===== src/common/ctgs_pkg.sv =====
// Constants and types shared by the clock trim and pin sync registers
package ctgs_pkg;

  localparam int unsigned CLK_HZ        = 20_000_000;
  localparam int unsigned CONV_FAST_HZ  = 1_000_000;
  localparam int unsigned CONV_SLOW_HZ  = 500_000;
  localparam int unsigned CONV_FAST_CYC = CLK_HZ / CONV_FAST_HZ;
  localparam int unsigned CONV_SLOW_CYC = CLK_HZ / CONV_SLOW_HZ;
  localparam int          CONV_CNT_W    = 6;
  localparam logic [5:0]  CONV_FAST_LAST = 6'(CONV_FAST_CYC - 1);
  localparam logic [5:0]  CONV_SLOW_LAST = 6'(CONV_SLOW_CYC - 1);

  localparam logic [7:0]  ADDR_RATIO  = 8'h0A;
  localparam logic [7:0]  ADDR_TRIM   = 8'h4D;
  localparam logic [7:0]  ADDR_CONV   = 8'h4E;
  localparam logic [7:0]  ADDR_PINCFG = 8'h4F;
  localparam logic [7:0]  ADDR_PINCTL = 8'h50;

  localparam logic [15:0] RST_TRIM    = 16'h0098;
  localparam logic [15:0] RST_CONV    = 16'h0060;
  localparam logic [15:0] RST_PINCFG  = 16'h2090;
  localparam logic [15:0] RST_PINCTL  = 16'h0000;
  localparam logic [15:0] CONV_CODE_FAST = 16'h0040;
  // Host-side registers outside this block, written only by the host
  localparam logic [7:0]  ADDR_STARTUP = 8'h38;
  localparam logic [7:0]  ADDR_CAL_CLK = 8'h5F;
  localparam logic [15:0] STARTUP_WORD = 16'h4000;

  localparam int BIT_P1_OE    = 6;
  localparam int BIT_P1_IE    = 5;
  localparam int SYNC_LSB     = 2;
  localparam int BIT_P0_IE    = 1;
  localparam int BIT_P1_SRC   = 6;
  localparam int BIT_RATIO_GO = 5;
  localparam int TRIM_W       = 8;

  localparam int          RATIO_W     = 12;
  localparam logic [2:0]  RATIO_TICKS_LAST = 3'h3;
  localparam int          SAMPLE_CNT_W = 18;

  localparam int SYNC_W    = 3;
  localparam int SYNC_SLOW = 0;
  localparam int SYNC_PIN0 = 1;
  localparam int SYNC_PIN1 = 2;

  typedef enum logic [1:0] {
    SRC_SLOW_CLOCK,
    SRC_PIN0,
    SRC_PIN1,
    SRC_RESERVED
  } ctgs_sync_src_e;

endpackage


===== src/hw/ctgs_sync.sv =====
// Three-stage synchronisers with agreement filter for external levels
`timescale 1ns/100ps
module ctgs_sync
  import ctgs_pkg::*;
(
  input  wire logic              clk,
  input  wire logic              rst,
  input  wire logic [SYNC_W-1:0] async_i,
  output logic      [SYNC_W-1:0] level_o
);
  logic [SYNC_W-1:0] s1_q;
  logic [SYNC_W-1:0] s2_q;
  logic [SYNC_W-1:0] s3_q;
  logic [SYNC_W-1:0] lvl_q;
  logic [SYNC_W-1:0] lvl_d;

  // First stage feeds only the second; a change counts once 2 and 3 agree
  for (genvar i = 0; i < SYNC_W; i++) begin : g_bit
    assign lvl_d[i] = (s2_q[i] == s3_q[i]) ? s3_q[i] : lvl_q[i];
  end

  always_ff @(posedge clk or posedge rst) begin
    if (rst) begin
      s1_q  <= '0;
      s2_q  <= '0;
      s3_q  <= '0;
      lvl_q <= '0;
    end else begin
      s1_q  <= async_i;
      s2_q  <= s1_q;
      s3_q  <= s2_q;
      lvl_q <= lvl_d;
    end
  end

  assign level_o = lvl_q;
endmodule // ctgs_sync


===== src/hw/ctgs_ratio.sv =====
// Fast-clock ratio calculation over a window of slow-clock periods
`timescale 1ns/100ps
module ctgs_ratio
  import ctgs_pkg::*;
(
  input  wire logic               clk,
  input  wire logic               rst,
  input  wire logic               start,
  input  wire logic               slow_tick,
  output logic      [RATIO_W-1:0] ratio,
  output logic                    busy
);
  typedef enum logic [1:0] {R_IDLE, R_WAIT, R_COUNT} ctgs_ratio_e;

  ctgs_ratio_e        st_q;
  ctgs_ratio_e        st_d;
  logic [2:0]         ticks_q;
  logic [2:0]         ticks_d;
  logic [RATIO_W-1:0] cnt_q;
  logic [RATIO_W-1:0] cnt_d;
  logic [RATIO_W-1:0] ratio_q;
  logic [RATIO_W-1:0] ratio_d;
  logic               busy_q;
  logic               busy_d;

  always_comb begin
    st_d    = st_q;
    ticks_d = ticks_q;
    cnt_d   = cnt_q;
    ratio_d = ratio_q;
    unique case (st_q)
      R_IDLE: begin
        // A start while busy is dropped; the run in flight finishes
        if (start) begin
          st_d = R_WAIT;
        end
      end
      R_WAIT: begin
        // Align to a slow edge so the window is whole periods
        if (slow_tick) begin
          st_d    = R_COUNT;
          ticks_d = '0;
          cnt_d   = '0;
        end
      end
      R_COUNT: begin
        if (cnt_q != '1) begin
          cnt_d = cnt_q + 1'b1;
        end
        if (slow_tick) begin
          ticks_d = ticks_q + 1'b1;
          if (ticks_q == RATIO_TICKS_LAST) begin
            ratio_d = cnt_d;
            st_d    = R_IDLE;
          end
        end
      end
      default: st_d = R_IDLE;
    endcase
    busy_d = (st_d != R_IDLE);
  end

  always_ff @(posedge clk or posedge rst) begin
    if (rst) begin
      st_q    <= R_IDLE;
      ticks_q <= '0;
      cnt_q   <= '0;
      ratio_q <= '0;
      busy_q  <= 1'b0;
    end else begin
      st_q    <= st_d;
      ticks_q <= ticks_d;
      cnt_q   <= cnt_d;
      ratio_q <= ratio_d;
      busy_q  <= busy_d;
    end
  end

  assign ratio = ratio_q;
  assign busy  = busy_q;
endmodule // ctgs_ratio


===== src/hw/ctgs_top.sv =====
// Clock trim, converter clock, pin and sample sync configuration registers
// Behaviour
// - Fast clock trim code, reset 1001 1000
// - Converter clock 1 MHz or 500 kHz
// - Pin 1 driver enabled by bit 6
// - Pin 1 input enabled by bit 5
// - Pin 0 input enabled by bit 1
// - Sync 00 times samples from slow clock
// - Sync 01/10 trigger from pin 0/1
// - Pin 1 drives low or power-down
// - Start bit launches ratio, result at 0x0A
// - Converter speed only in digital integrate mode
`timescale 1ns/100ps
module ctgs_top
  import ctgs_pkg::*;
(
  input  wire logic        CLK,
  input  wire logic        RST,
  input  wire logic [7:0]  REG_ADDR,
  input  wire logic [15:0] REG_WDATA,
  input  wire logic        REG_WR,
  input  wire logic        REG_RD,
  output logic      [15:0] REG_RDATA,
  input  wire logic        SLOW_CLK,
  input  wire logic        DIG_INTEGRATE_MODE,
  input  wire logic [15:0] SAMPLE_PERIOD_COUNT,
  input  wire logic        AFE_POWER_DOWN,
  input  wire logic        AUX_PIN_0_I,
  input  wire logic        AUX_PIN_1_I,
  output logic             AUX_PIN_1_O,
  output logic             AUX_PIN_1_OE_N,
  output logic             PIN0_INPUT_ENABLE,
  output logic             PIN1_INPUT_ENABLE,
  output logic [7:0]       FAST_CLOCK_TRIM,
  output logic             CONV_CLK_TICK,
  output logic             SAMPLE_START,
  output logic             RATIO_BUSY
);

  // Register file state
  logic [15:0] trim_q;
  logic [15:0] trim_d;
  logic [15:0] conv_q;
  logic [15:0] conv_d;
  logic [15:0] pincfg_q;
  logic [15:0] pincfg_d;
  logic [15:0] pinctl_q;
  logic [15:0] pinctl_d;
  logic [15:0] rdata_q;
  logic [15:0] rdata_d;
  logic        go_q;
  logic        go_d;

  // Pin and trim outputs
  logic        p0_ie_q;
  logic        p0_ie_d;
  logic        p1_ie_q;
  logic        p1_ie_d;
  logic        p1_o_q;
  logic        p1_o_d;
  logic        p1_oe_n_q;
  logic        p1_oe_n_d;
  logic [7:0]  trim_out_q;
  logic [7:0]  trim_out_d;

  // Converter clock tick
  logic [CONV_CNT_W-1:0] conv_cnt_q;
  logic [CONV_CNT_W-1:0] conv_cnt_d;
  logic [CONV_CNT_W-1:0] conv_last;
  logic                  conv_tick_q;
  logic                  conv_tick_d;

  // Sample timing
  logic [SYNC_W-1:0]       lvl;
  logic [SYNC_W-1:0]       prev_q;
  logic [SYNC_W-1:0]       prev_d;
  logic [SAMPLE_CNT_W-1:0] samp_cnt_q;
  logic [SAMPLE_CNT_W-1:0] samp_cnt_d;
  logic [SAMPLE_CNT_W-1:0] samp_target;
  logic                    samp_start_q;
  logic                    samp_start_d;
  logic                    slow_rise;
  logic                    p0_rise;
  logic                    p1_rise;
  ctgs_sync_src_e          sync_src;

  logic [RATIO_W-1:0] ratio;
  logic               ratio_busy;

  typedef enum logic [2:0] {
    SEL_NONE,
    SEL_RATIO,
    SEL_TRIM,
    SEL_CONV,
    SEL_PINCFG,
    SEL_PINCTL
  } ctgs_sel_e;

  function automatic ctgs_sel_e addr_decode(input logic [7:0] addr);
    unique case (addr)
      ADDR_RATIO:  return SEL_RATIO;
      ADDR_TRIM:   return SEL_TRIM;
      ADDR_CONV:   return SEL_CONV;
      ADDR_PINCFG: return SEL_PINCFG;
      ADDR_PINCTL: return SEL_PINCTL;
      default:     return SEL_NONE;
    endcase
  endfunction

  function automatic logic rise_of(input logic now_l, input logic was_l);
    return now_l & ~was_l;
  endfunction

  // Pins and slow clock arrive from other domains
  ctgs_sync u_sync (
    .clk     (CLK),
    .rst     (RST),
    .async_i ({AUX_PIN_1_I, AUX_PIN_0_I, SLOW_CLK}),
    .level_o (lvl)
  );

  // Engine sees a registered launch strobe and a tick decoded from registered levels
  ctgs_ratio u_ratio (
    .clk       (CLK),
    .rst       (RST),
    .start     (go_q),
    .slow_tick (slow_rise),
    .ratio     (ratio),
    .busy      (ratio_busy)
  );

  // Register writes and reads
  always_comb begin
    trim_d   = trim_q;
    conv_d   = conv_q;
    pincfg_d = pincfg_q;
    pinctl_d = pinctl_q;
    rdata_d  = rdata_q;
    go_d     = 1'b0;
    if (REG_WR) begin
      unique case (addr_decode(REG_ADDR))
        SEL_TRIM:   trim_d   = REG_WDATA;
        SEL_CONV:   conv_d   = REG_WDATA;
        SEL_PINCFG: pincfg_d = REG_WDATA;
        SEL_PINCTL: begin
          pinctl_d = REG_WDATA;
          // Only the 0 to 1 edge launches a calculation
          go_d = REG_WDATA[BIT_RATIO_GO]
                 & ~pinctl_q[BIT_RATIO_GO];
        end
        // Ratio result is read-only; other codes are not mapped
        SEL_RATIO,
        SEL_NONE:   ;
      endcase
    end
    // Read data holds between reads so the host may fetch it late
    if (REG_RD) begin
      unique case (addr_decode(REG_ADDR))
        SEL_RATIO:  rdata_d = {{(16-RATIO_W){1'b0}}, ratio};
        SEL_TRIM:   rdata_d = trim_q;
        SEL_CONV:   rdata_d = conv_q;
        SEL_PINCFG: rdata_d = pincfg_q;
        SEL_PINCTL: rdata_d = pinctl_q;
        SEL_NONE:   rdata_d = 16'h0000;
      endcase
    end
  end

  always_ff @(posedge CLK or posedge RST) begin
    if (RST) begin
      trim_q   <= RST_TRIM;
      conv_q   <= RST_CONV;
      pincfg_q <= RST_PINCFG;
      pinctl_q <= RST_PINCTL;
      rdata_q  <= 16'h0000;
      go_q     <= 1'b0;
    end else begin
      trim_q   <= trim_d;
      conv_q   <= conv_d;
      pincfg_q <= pincfg_d;
      pinctl_q <= pinctl_d;
      rdata_q  <= rdata_d;
      go_q     <= go_d;
    end
  end

  // Pin drivers and buffers follow the configuration
  always_comb begin
    p0_ie_d    = pincfg_q[BIT_P0_IE];
    p1_ie_d    = pincfg_q[BIT_P1_IE];
    p1_oe_n_d  = ~pincfg_q[BIT_P1_OE];
    // Value kept low while undriven so a late enable never glitches high
    p1_o_d     = pincfg_q[BIT_P1_OE] & pinctl_q[BIT_P1_SRC]
                 & AFE_POWER_DOWN;
    trim_out_d = trim_q[TRIM_W-1:0];
  end

  always_ff @(posedge CLK or posedge RST) begin
    if (RST) begin
      // Driver off and buffers closed until software opens them
      p0_ie_q    <= 1'b0;
      p1_ie_q    <= 1'b0;
      p1_o_q     <= 1'b0;
      p1_oe_n_q  <= 1'b1;
      trim_out_q <= RST_TRIM[TRIM_W-1:0];
    end else begin
      p0_ie_q    <= p0_ie_d;
      p1_ie_q    <= p1_ie_d;
      p1_o_q     <= p1_o_d;
      p1_oe_n_q  <= p1_oe_n_d;
      trim_out_q <= trim_out_d;
    end
  end

  // Converter clock strobe; unknown codes fall back to the slow rate
  always_comb begin
    if (DIG_INTEGRATE_MODE && conv_q == CONV_CODE_FAST) begin
      conv_last = CONV_FAST_LAST;
    end else begin
      conv_last = CONV_SLOW_LAST;
    end
    // Compare with >= so a shorter period takes hold at once
    conv_tick_d = (conv_cnt_q >= conv_last);
    if (conv_tick_d) begin
      conv_cnt_d = '0;
    end else begin
      conv_cnt_d = conv_cnt_q + 1'b1;
    end
  end

  always_ff @(posedge CLK or posedge RST) begin
    if (RST) begin
      conv_cnt_q  <= '0;
      conv_tick_q <= 1'b0;
    end else begin
      conv_cnt_q  <= conv_cnt_d;
      conv_tick_q <= conv_tick_d;
    end
  end

  // Sample cycle source
  assign sync_src    = ctgs_sync_src_e'(pincfg_q[SYNC_LSB+1:SYNC_LSB]);
  assign samp_target = {SAMPLE_PERIOD_COUNT, 2'b00};
  assign slow_rise   = rise_of(lvl[SYNC_SLOW], prev_q[SYNC_SLOW]);
  // Triggers pass only while the input buffer is on
  assign p0_rise     = rise_of(lvl[SYNC_PIN0], prev_q[SYNC_PIN0]) & p0_ie_q;
  assign p1_rise     = rise_of(lvl[SYNC_PIN1], prev_q[SYNC_PIN1]) & p1_ie_q;

  always_comb begin
    prev_d       = lvl;
    // Pin modes clear the count so slow mode restarts a whole period
    samp_cnt_d   = '0;
    samp_start_d = 1'b0;
    unique case (sync_src)
      SRC_SLOW_CLOCK: begin
        samp_cnt_d = samp_cnt_q;
        // A zero period count stops sampling rather than racing
        if (slow_rise && samp_target != '0) begin
          if (samp_cnt_q + 1'b1 >= samp_target) begin
            samp_cnt_d   = '0;
            samp_start_d = 1'b1;
          end else begin
            samp_cnt_d = samp_cnt_q + 1'b1;
          end
        end
      end
      SRC_PIN0:     samp_start_d = p0_rise;
      SRC_PIN1:     samp_start_d = p1_rise;
      SRC_RESERVED: samp_start_d = 1'b0;
    endcase
  end

  always_ff @(posedge CLK or posedge RST) begin
    if (RST) begin
      prev_q       <= '0;
      samp_cnt_q   <= '0;
      samp_start_q <= 1'b0;
    end else begin
      prev_q       <= prev_d;
      samp_cnt_q   <= samp_cnt_d;
      samp_start_q <= samp_start_d;
    end
  end

  // Every output is taken straight from a register
  assign REG_RDATA         = rdata_q;
  assign AUX_PIN_1_O       = p1_o_q;
  assign AUX_PIN_1_OE_N    = p1_oe_n_q;
  assign PIN0_INPUT_ENABLE = p0_ie_q;
  assign PIN1_INPUT_ENABLE = p1_ie_q;
  assign FAST_CLOCK_TRIM   = trim_out_q;
  assign CONV_CLK_TICK     = conv_tick_q;
  assign SAMPLE_START      = samp_start_q;
  assign RATIO_BUSY        = ratio_busy;

endmodule // ctgs_top


===== config.mk =====
export PLATFORM = sky130hd
export DESIGN_NAME = ctgs_top
export DESIGN_NICKNAME = d
export VERILOG_FILES = /design/src/common/ctgs_pkg.sv /design/src/hw/ctgs_sync.sv /design/src/hw/ctgs_ratio.sv /design/src/hw/ctgs_top.sv
export SDC_FILE = /design/constraint.sdc
export NUM_CORES = 1
export LEC_CHECK = 0
export ABC_AREA = 1
export BUFFER_PORTS_ARGS = -buffer_cell sky130_fd_sc_hd__buf_2
export CAP_MARGIN = 20
export CORE_MARGIN = 8
export CORE_UTILIZATION = 40
export DETAILED_ROUTE_END_ITERATION = 12
export REMOVE_ABC_BUFFERS = 1
export SYNTH_ARGS = -nofsm -noshare
export SYNTH_HDL_FRONTEND = slang
export SYNTH_SLANG_ARGS = --single-unit

===== constraint.sdc =====
create_clock -name CLK -period 5.2 [get_ports CLK]
set_input_delay 0.52 -clock CLK [delete_from_list [all_inputs] [get_ports CLK]]
set_output_delay 0.52 -clock CLK [all_outputs]
set_load 0.01 [all_outputs]

==> impl_results.md, run 1 <==
* Synthesis-stage register bit count at 164
* Grt ovf at 0
* CORE AREA at 20,200 um^2
* DR pass1 iterations at 5
* DRT Wirelength at 19,600 um
* # Max-Cap Violations at 0
* Area grow syn2layout at 14.7%
* Global-route wire length before repair at 33,500 um
* Peak supply drop at 225 uV
* Nets at 1,175
* Hold EP: u_sync.s1_q[0]
* DR WL/cell at 14.1 um
* CP endpoint kind: flop
* Fmax at 320 MHz
* Tot GR Track Use at 16.0%
* Share of layout cells above drive strength 1 at 15.0%
* Hold path cells at 1
* Mean post-synth cell area at 7.98 um^2
* YS warnings at 0
* Via count at 6,715
* Clk slew on worst S/H paths at 0.07 ns
* RSZ-0062 raised after global routing: no
* Antenna violations before repair at 0
* HP Start: SLOW_CLK
* CTS Buf Count at 17
* PortBufs at 79
* Mapped Cells at 1,026
* Finish-stage setup viols at 0
* DR iter-0 viols at 377
* Row count at 52
* Crit path kind: reg2reg
* TritonCTS clock tree: done
* Post-route cell area at 9390 um^2
* Leakage power at 0.00493 uW
* Cell area after synthesis at 8190 um^2
* Routability cong. at 0.879
* Critical path data required time at 5.57 ns
* Reg-to-Reg End: samp_cnt_q[7]
* # clock sinks at 164
* Max-Slew Margin vs Limit at 41.4%
* PwrDens at 328 nW/um^2
* Yosys top cell by area: dfrtp_1
* Final slew viol count at 0
* Initial Util at 40.6%
* Fillers at 2,019
* Detail Route Antenna Nets at 0
* Reg2reg start: samp_cnt_q[0]
* Final period utilization at 60.1%
* Final HPWL DP at 13,900 um
* Post-synth cell types at 40
* H-tree levels at 4
* Antenna cells at 0
* Area of placed instances at 8780 um^2
* Clk buf depth at 2
* Post-synth EDFFs at 0
* Post-CTS Setup Inserts at 0
* Largest net degree at the start of global routing at 80
* Post-synth top flop: dfrtp_1
* Num ports at 80
* Die width at 159 um
* Largest cells by area after synthesis: dfrtp_1, nand2_1, inv_1, nand3_1, nor2_1
* Crit path max fanout at 18
* Clock Root Buffer: clkbuf_16
* Post-CTS sizing at 0
* Worst Skew at 0.0106 ns
* Crit path time final at 3.12 ns
* Async SR Flop Fraction at 100%
* Die area at 25,300 um^2
* Final TNS setup at 0 ns
* Vias per cell at 4.85
* Worst Reg2Reg Path Length in Cells at 16
* Worst skew pair latency at 0.43 ns
* Vias in the first global route at 6,617
* Final hold violations at 0
* Worst Path Arrival at 3.49 ns
* Register-to-register setup slack at 2.08 ns
* Hold Crit Class: in2reg
* Synth top area share at 46.5%
* DRC errors left at 0
* Seq/Total Area, Yosys at 50.3%
* Die Y at 159 um
* Startpoint types: flop
* Status: completed
* Measured slew at the worst slew-check pin at 0.876 ns
* Hold_buf cts at 0
[kinds of logic after synthesis]
family	after synthesis	synth area share, %
AND/OR/NAND/NOR	543	28.3
flip-flops	164	50.3
buffers and inverters	148	7.69
AO/OA/AOI/OAI	134	8.57
adder cells (fa/ha/maj)	28	4.19
XOR/XNOR	9	0.963
[flip-flops by register name, summed over array words and instances (netlist names), 6 cells and up]
| register | flops |
|---|---|
| pinctl_q | 16 |
| samp_cnt_q | 18 |
| pincfg_q | 16 |
| REG_RDATA | 16 |
| conv_cnt_q | 6 |
| conv_q | 16 |
| trim_q | 16 |
| u_ratio.ratio | 12 |
| FAST_CLOCK_TRIM | 8 |
| u_ratio.cnt_q | 12 |
[worst max-delay path, cell delays in order, from the launching register on]
cell and delay [ns]:
dfrtp_1 0.47, ha_1 0.26, nand3_1 0.14, inv_1 0.08
nand2_1 0.09, inv_1 0.09, or2_2 0.27, nand2_1 0.08
inv_1 0.04, ha_1 0.30, nand2_1 0.10, nor2_1 0.05
nor2_1 0.12, a21oi_1 0.10, nor2_2 0.64, nand2_1 0.13
nand2_1 0.10
[per-layer routing]
layer,vias to the layer above,share of wire (%),GRT usage (%)
met5,-,0,0
met3,18,4.3,3.05
li1,3417,-,-
met4,0,1.4,5.19
met1,3117,50,22.4
met2,163,44,24.4
[layout make-up]
cell class	instances	area (um^2)	area share, %
flip-flops and latches	164	4120	43.9
repair buffers	86	455	4.85
inverters	118	448	4.77
clock inverters	14	155	1.65
multi-input cells	714	3440	36.6
clock buffers	18	439	4.68
well taps	270	338	3.60
[cells in the final DEF, fill, tap and decap left out, drive strengths merged, types with 3 or more instances in the layout]
cell and instances:
xor2 6, xnor2 3, dfstp 12, ha 25, nor3b 3, o21bai 4, a31oi 5, maj3 3
nand3b 3, dfrtp 152, nand4 12, a21oi 7, nand3 74, nor2 96, inv 125, clkbuf 18
clkinv 5, nand2 335, nor3 13, or2 4, buf 86, o21ai 112
[stage by stage]
step / power, uW / setup WS [ns] / instances / hold WS [ns] / utilization [%]
2_1_floorplan: 1740 / 0.267 / 996 / 0.331 / -
3_3_place_gp: 1860 / 2.23 / 1351 / 0.334 / 43.5
3_5_place_dp: 1880 / 2.12 / 1351 / 0.336 / 43.5
4_1_cts: 3120 / 2.10 / 1383 / 0.172 / 46.5
5_1_grt: 3250 / 1.73 / 1384 / 0.173 / 46.6
6_report: 3080 / 2.08 / 1384 / 0.193 / 46.6
[cells in the mapped netlist, types with 4 or more instances]
cell and count:
ha_1 25, o21bai_1 4, nand3_1 72, or2_2 4
buf_2 17, buf_6 5, inv_2 6, clkbuf_1 6
inv_1 112, xor2_1 6, o21ai_1 64, nand2_2 11
nand2_1 324, nor3_2 4, nand4_1 12, a21oi_1 7
a31oi_1 5, nor2_2 5, o21ai_0 48, nor3_1 8
dfrtp_1 152, dfstp_2 12, nor2_1 89
[worst max-delay path by stage]
stage	startpoint	to	slack, ns	cells past startpoint
6_report	samp_cnt_q[0]	samp_cnt_q[7]	2.08	16
5_1_grt	samp_cnt_q[0]	samp_cnt_q[11]	1.73	18
4_1_cts	samp_cnt_q[0]	samp_cnt_q[7]	2.10	16
3_5_place_dp	samp_cnt_q[0]	samp_cnt_q[7]	2.12	16
3_3_place_gp	samp_cnt_q[0]	samp_cnt_q[10]	2.23	16
2_1_floorplan	RST	AUX_PIN_1_O	0.27	1
[where the power goes]
group | leakage [uW] | internal (uW) | switching (uW)
clock | 0.000285 | 656 | 585
sequential | 0.00218 | 1380 | 78.3
combinational | 0.00246 | 142 | 246
Power figures use the tool's default switching activity.
==> inputs of run 2 (changes only) <==
Clock period 5.2 ns to 3 ns, I/O delays scaled along.
==> impl_results.md, run 2 (synthesized netlist as in run 1, its figures left out) <==
* Most flops, register: samp_cnt_q (unchanged)
* Worst skew pair latency at 0.42 ns (was 0.43 ns)
* CTS Buf Count at 17 (unchanged)
* Cell-by-cell trace of the critical path: ha_1, nand3_1, inv_1, nand2_1, inv_1, nand4_1, nand2_1, inv_1, ha_1, nand2_1, nor2_2, nand2_1, a21oi_1, nor2_4, buf_12, nand2_1, nand2_1 (was ha_1, nand3_1, inv_1, nand2_1, inv_1, or2_2, nand2_1, inv_1, ha_1, nand2_1, nor2_1, nor2_1, a21oi_1, nor2_2, nand2_1, nand2_1)
* Status: complete, but fails checks (was completed)
* Register-to-register setup slack at 0.36 ns (was 2.08 ns)
* Fmax at 378 MHz (was 320 MHz)
* Antenna violations before repair at 0 (unchanged)
* DRT Wirelength at 20,200 um (was 19,600 um)
* Final slew viol count at 0 (unchanged)
* Vias in the first global route at 6,904 (was 6,617)
* Post-route cell area at 9570 um^2 (was 9390 um^2)
* CP endpoint kind: flop (unchanged)
* Die Y at 159 um (unchanged)
* DR WL/cell at 14.4 um (was 14.1 um)
* Global-route wire length before repair at 34,400 um (was 33,500 um)
* Worst Skew at 0.0110 ns (was 0.0106 ns)
* Share of layout cells above drive strength 1 at 15.7% (was 15.0%)
* CP delay by family, top: simple AND/OR/NAND/NOR gates (unchanged)
* Max-Slew Margin vs Limit at 53.8% (was 41.4%)
* Crit path max fanout at 18 (unchanged)
* Via count at 6,877 (was 6,715)
* Tot GR Track Use at 16.4% (was 16.0%)
* RSZ-0062 raised after global routing: no (unchanged)
* Leakage power at 0.00503 uW (was 0.00493 uW)
* Measured slew at the worst slew-check pin at 0.693 ns (was 0.876 ns)
* Fillers at 2,026 (was 2,019)
* PortBufs at 79 (unchanged)
* Register area at 4120 um^2 (unchanged)
* Die area at 25,300 um^2 (unchanged)
* Power share of the sequential group at 44.6% (was 47.2%)
* Grt ovf at 0 (unchanged)
* Hold Crit Class: in2async (was in2reg)
* Most frequent cells in the layout: nand2_1, dfrtp_1, inv_1 (unchanged)
* DR pass1 iterations at 5 (unchanged)
* Post-route worst setup slack at 0.355 ns (was 2.08 ns)
* Vias per cell at 4.93 (was 4.85)
* Final HPWL DP at 14,400 um (was 13,900 um)
* Internal Power at 4120 uW (was 2180 uW)
* # Max-Cap Violations at 0 (unchanged)
* CORE AREA at 20,200 um^2 (unchanged)
* Peak supply drop at 346 uV (was 225 uV)
* Failing checks: negative hold slack
* Area of the multi-input gates at 3450 um^2 (was 3440 um^2)
* Crit path time final at 2.64 ns (was 3.12 ns)
* Commonest non-fill, non-tap cell in the layout: nand2_1 (unchanged)
* Antenna cells at 0 (unchanged)
* Final period utilization at 88.2% (was 60.1%)
* Final hold violations at 6 (was 0)
* Most common cell on crit path: nand2_1 (unchanged)
* Detail Route Antenna Nets at 0 (unchanged)
* Worst Reg2Reg Path Length in Cells at 17 (was 16)
* Routability cong. at 0.876 (was 0.879)
* Startpoint types: flop (unchanged)
* Reg2reg start: samp_cnt_q[1] (was samp_cnt_q[0])
* Area grow syn2layout at 16.9% (was 14.7%)
* Clk pwr share at 43.0% (was 40.2%)
* # clock sinks at 164 (unchanged)
* Initial Util at 40.6% (unchanged)
* Die width at 159 um (unchanged)
* Nets at 1,187 (was 1,175)
* Hold Slack at -0.00563 ns (was 0.193 ns)
* Clock Root Buffer: clkbuf_16 (unchanged)
* TritonCTS clock tree: done (unchanged)
* Row count at 52 (unchanged)
* Net Sw Frac at 27.0% (was 29.5%)
* Reg-to-Reg End: samp_cnt_q[16] (was samp_cnt_q[7])
* Clk slew on worst S/H paths at 0.07 ns (about the same)
* Largest net degree at the start of global routing at 77 (was 80)
* Combinational power share at 12.4% (was 12.6%)
* Crit path kind: reg2reg (unchanged)
* Dpl ws at 0.0268 ns (was 2.12 ns)
* Slowest cell on crit path: dfrtp_1 (was nor2_2)
* DR iter-0 viols at 378 (was 377)
* PwrDens at 590 nW/um^2 (was 328 nW/um^2)
* Bufs and invs on worst path at 4 (was 3)
* Clk buf depth at 2 (unchanged)
* Finish-stage setup viols at 0 (unchanged)
* H-tree levels at 4 (unchanged)
* Num ports at 80 (unchanged)
* NetSw at 1520 uW (was 909 uW)
* Number of flip-flops in the largest register at 18 (unchanged)
* DRC errors left at 0 (unchanged)
* Critical path data required time at 3.31 ns (was 5.57 ns)
* Worst stage delay on the critical path at 0.39 ns (was 0.64 ns)
* Worst Path Arrival at 2.96 ns (was 3.49 ns)
* Area of placed instances at 8850 um^2 (was 8780 um^2)
## run 2: how the worst max path moves through the flow
| stage | startpoint | to | slack [ns] | cells after the start |
|---|---|---|---|---|
| after global placement | samp_cnt_q[0] | samp_cnt_q[8] | 0.13 | 16 |
| after floorplan | RST | AUX_PIN_1_O | -1.71 | 1 |
| final | samp_cnt_q[1] | samp_cnt_q[16] | 0.36 | 17 |
| after global routing | samp_cnt_q[1] | samp_cnt_q[8] | 0.02 | 19 |
| after detailed placement | samp_cnt_q[0] | samp_cnt_q[16] | 0.03 | 16 |
| after CTS | samp_cnt_q[0] | samp_cnt_q[16] | 0.01 | 16 |
## run 2: worst register-to-register path, delay by kind of cell, from the launching register on
kind / cells / cell delay [ns]
compound gates: 1 / 0.23
buf+inv: 4 / 0.46
fa+ha+maj: 2 / 0.48
simple gates: 10 / 0.98
flops: 1 / 0.39
## run 2: metrics by stage
step           setup TNS, ns  total power, uW  utilization [%]  hold slack (ns)  cells
2_1_floorplan        -266.39             3010                -            0.331    996
3_3_place_gp               0             3250             43.9            0.332   1360
3_5_place_dp               0             3270             43.9            0.337   1360
4_1_cts                    0             5710             47.3           0.0158   1395
5_1_grt                    0             5910             47.4           0.0321   1396
6_report                   0             5650             47.4         -0.00563   1396
## run 2: layout make-up
| type | instances | area share [%] |
|---|---|---|
| clock inverters | 13 | 2.16 |
| clock buffers | 19 | 4.73 |
| well taps | 270 | 3.53 |
| repair buffers | 98 | 5.83 |
| flip-flops and latches | 164 | 43.0 |
| multi-input cells | 714 | 36.0 |
| inverters | 118 | 4.68 |
## run 2: per-layer routing
metal  global-route usage [%]  wire length [um]
met1                     22.6              9920
met3                     3.15               893
met5                        0                 0
met2                     25.3              8950
met4                     6.05               390
## run 2: power by group through the flow
stage / Clock, uW / Sequential, uW / Combinational (uW)
after detailed placement: 0 / 2560 / 711
after global placement: 0 / 2550 / 695
after floorplan: 0 / 2540 / 470
final: 2430 / 2520 / 703
after CTS: 2470 / 2520 / 717
after global routing: 2560 / 2540 / 814
## run 2: repair_timing
| item | in CTS | in global routing |
|---|---|---|
| hold endpoints to repair | 3 | 0 |
| endpoints found under the setup margin | 0 | 18 |
| hold buffers | 3 | 0 |
| setup buffers | 0 | 1 |
| resized for setup | 0 | 2 |
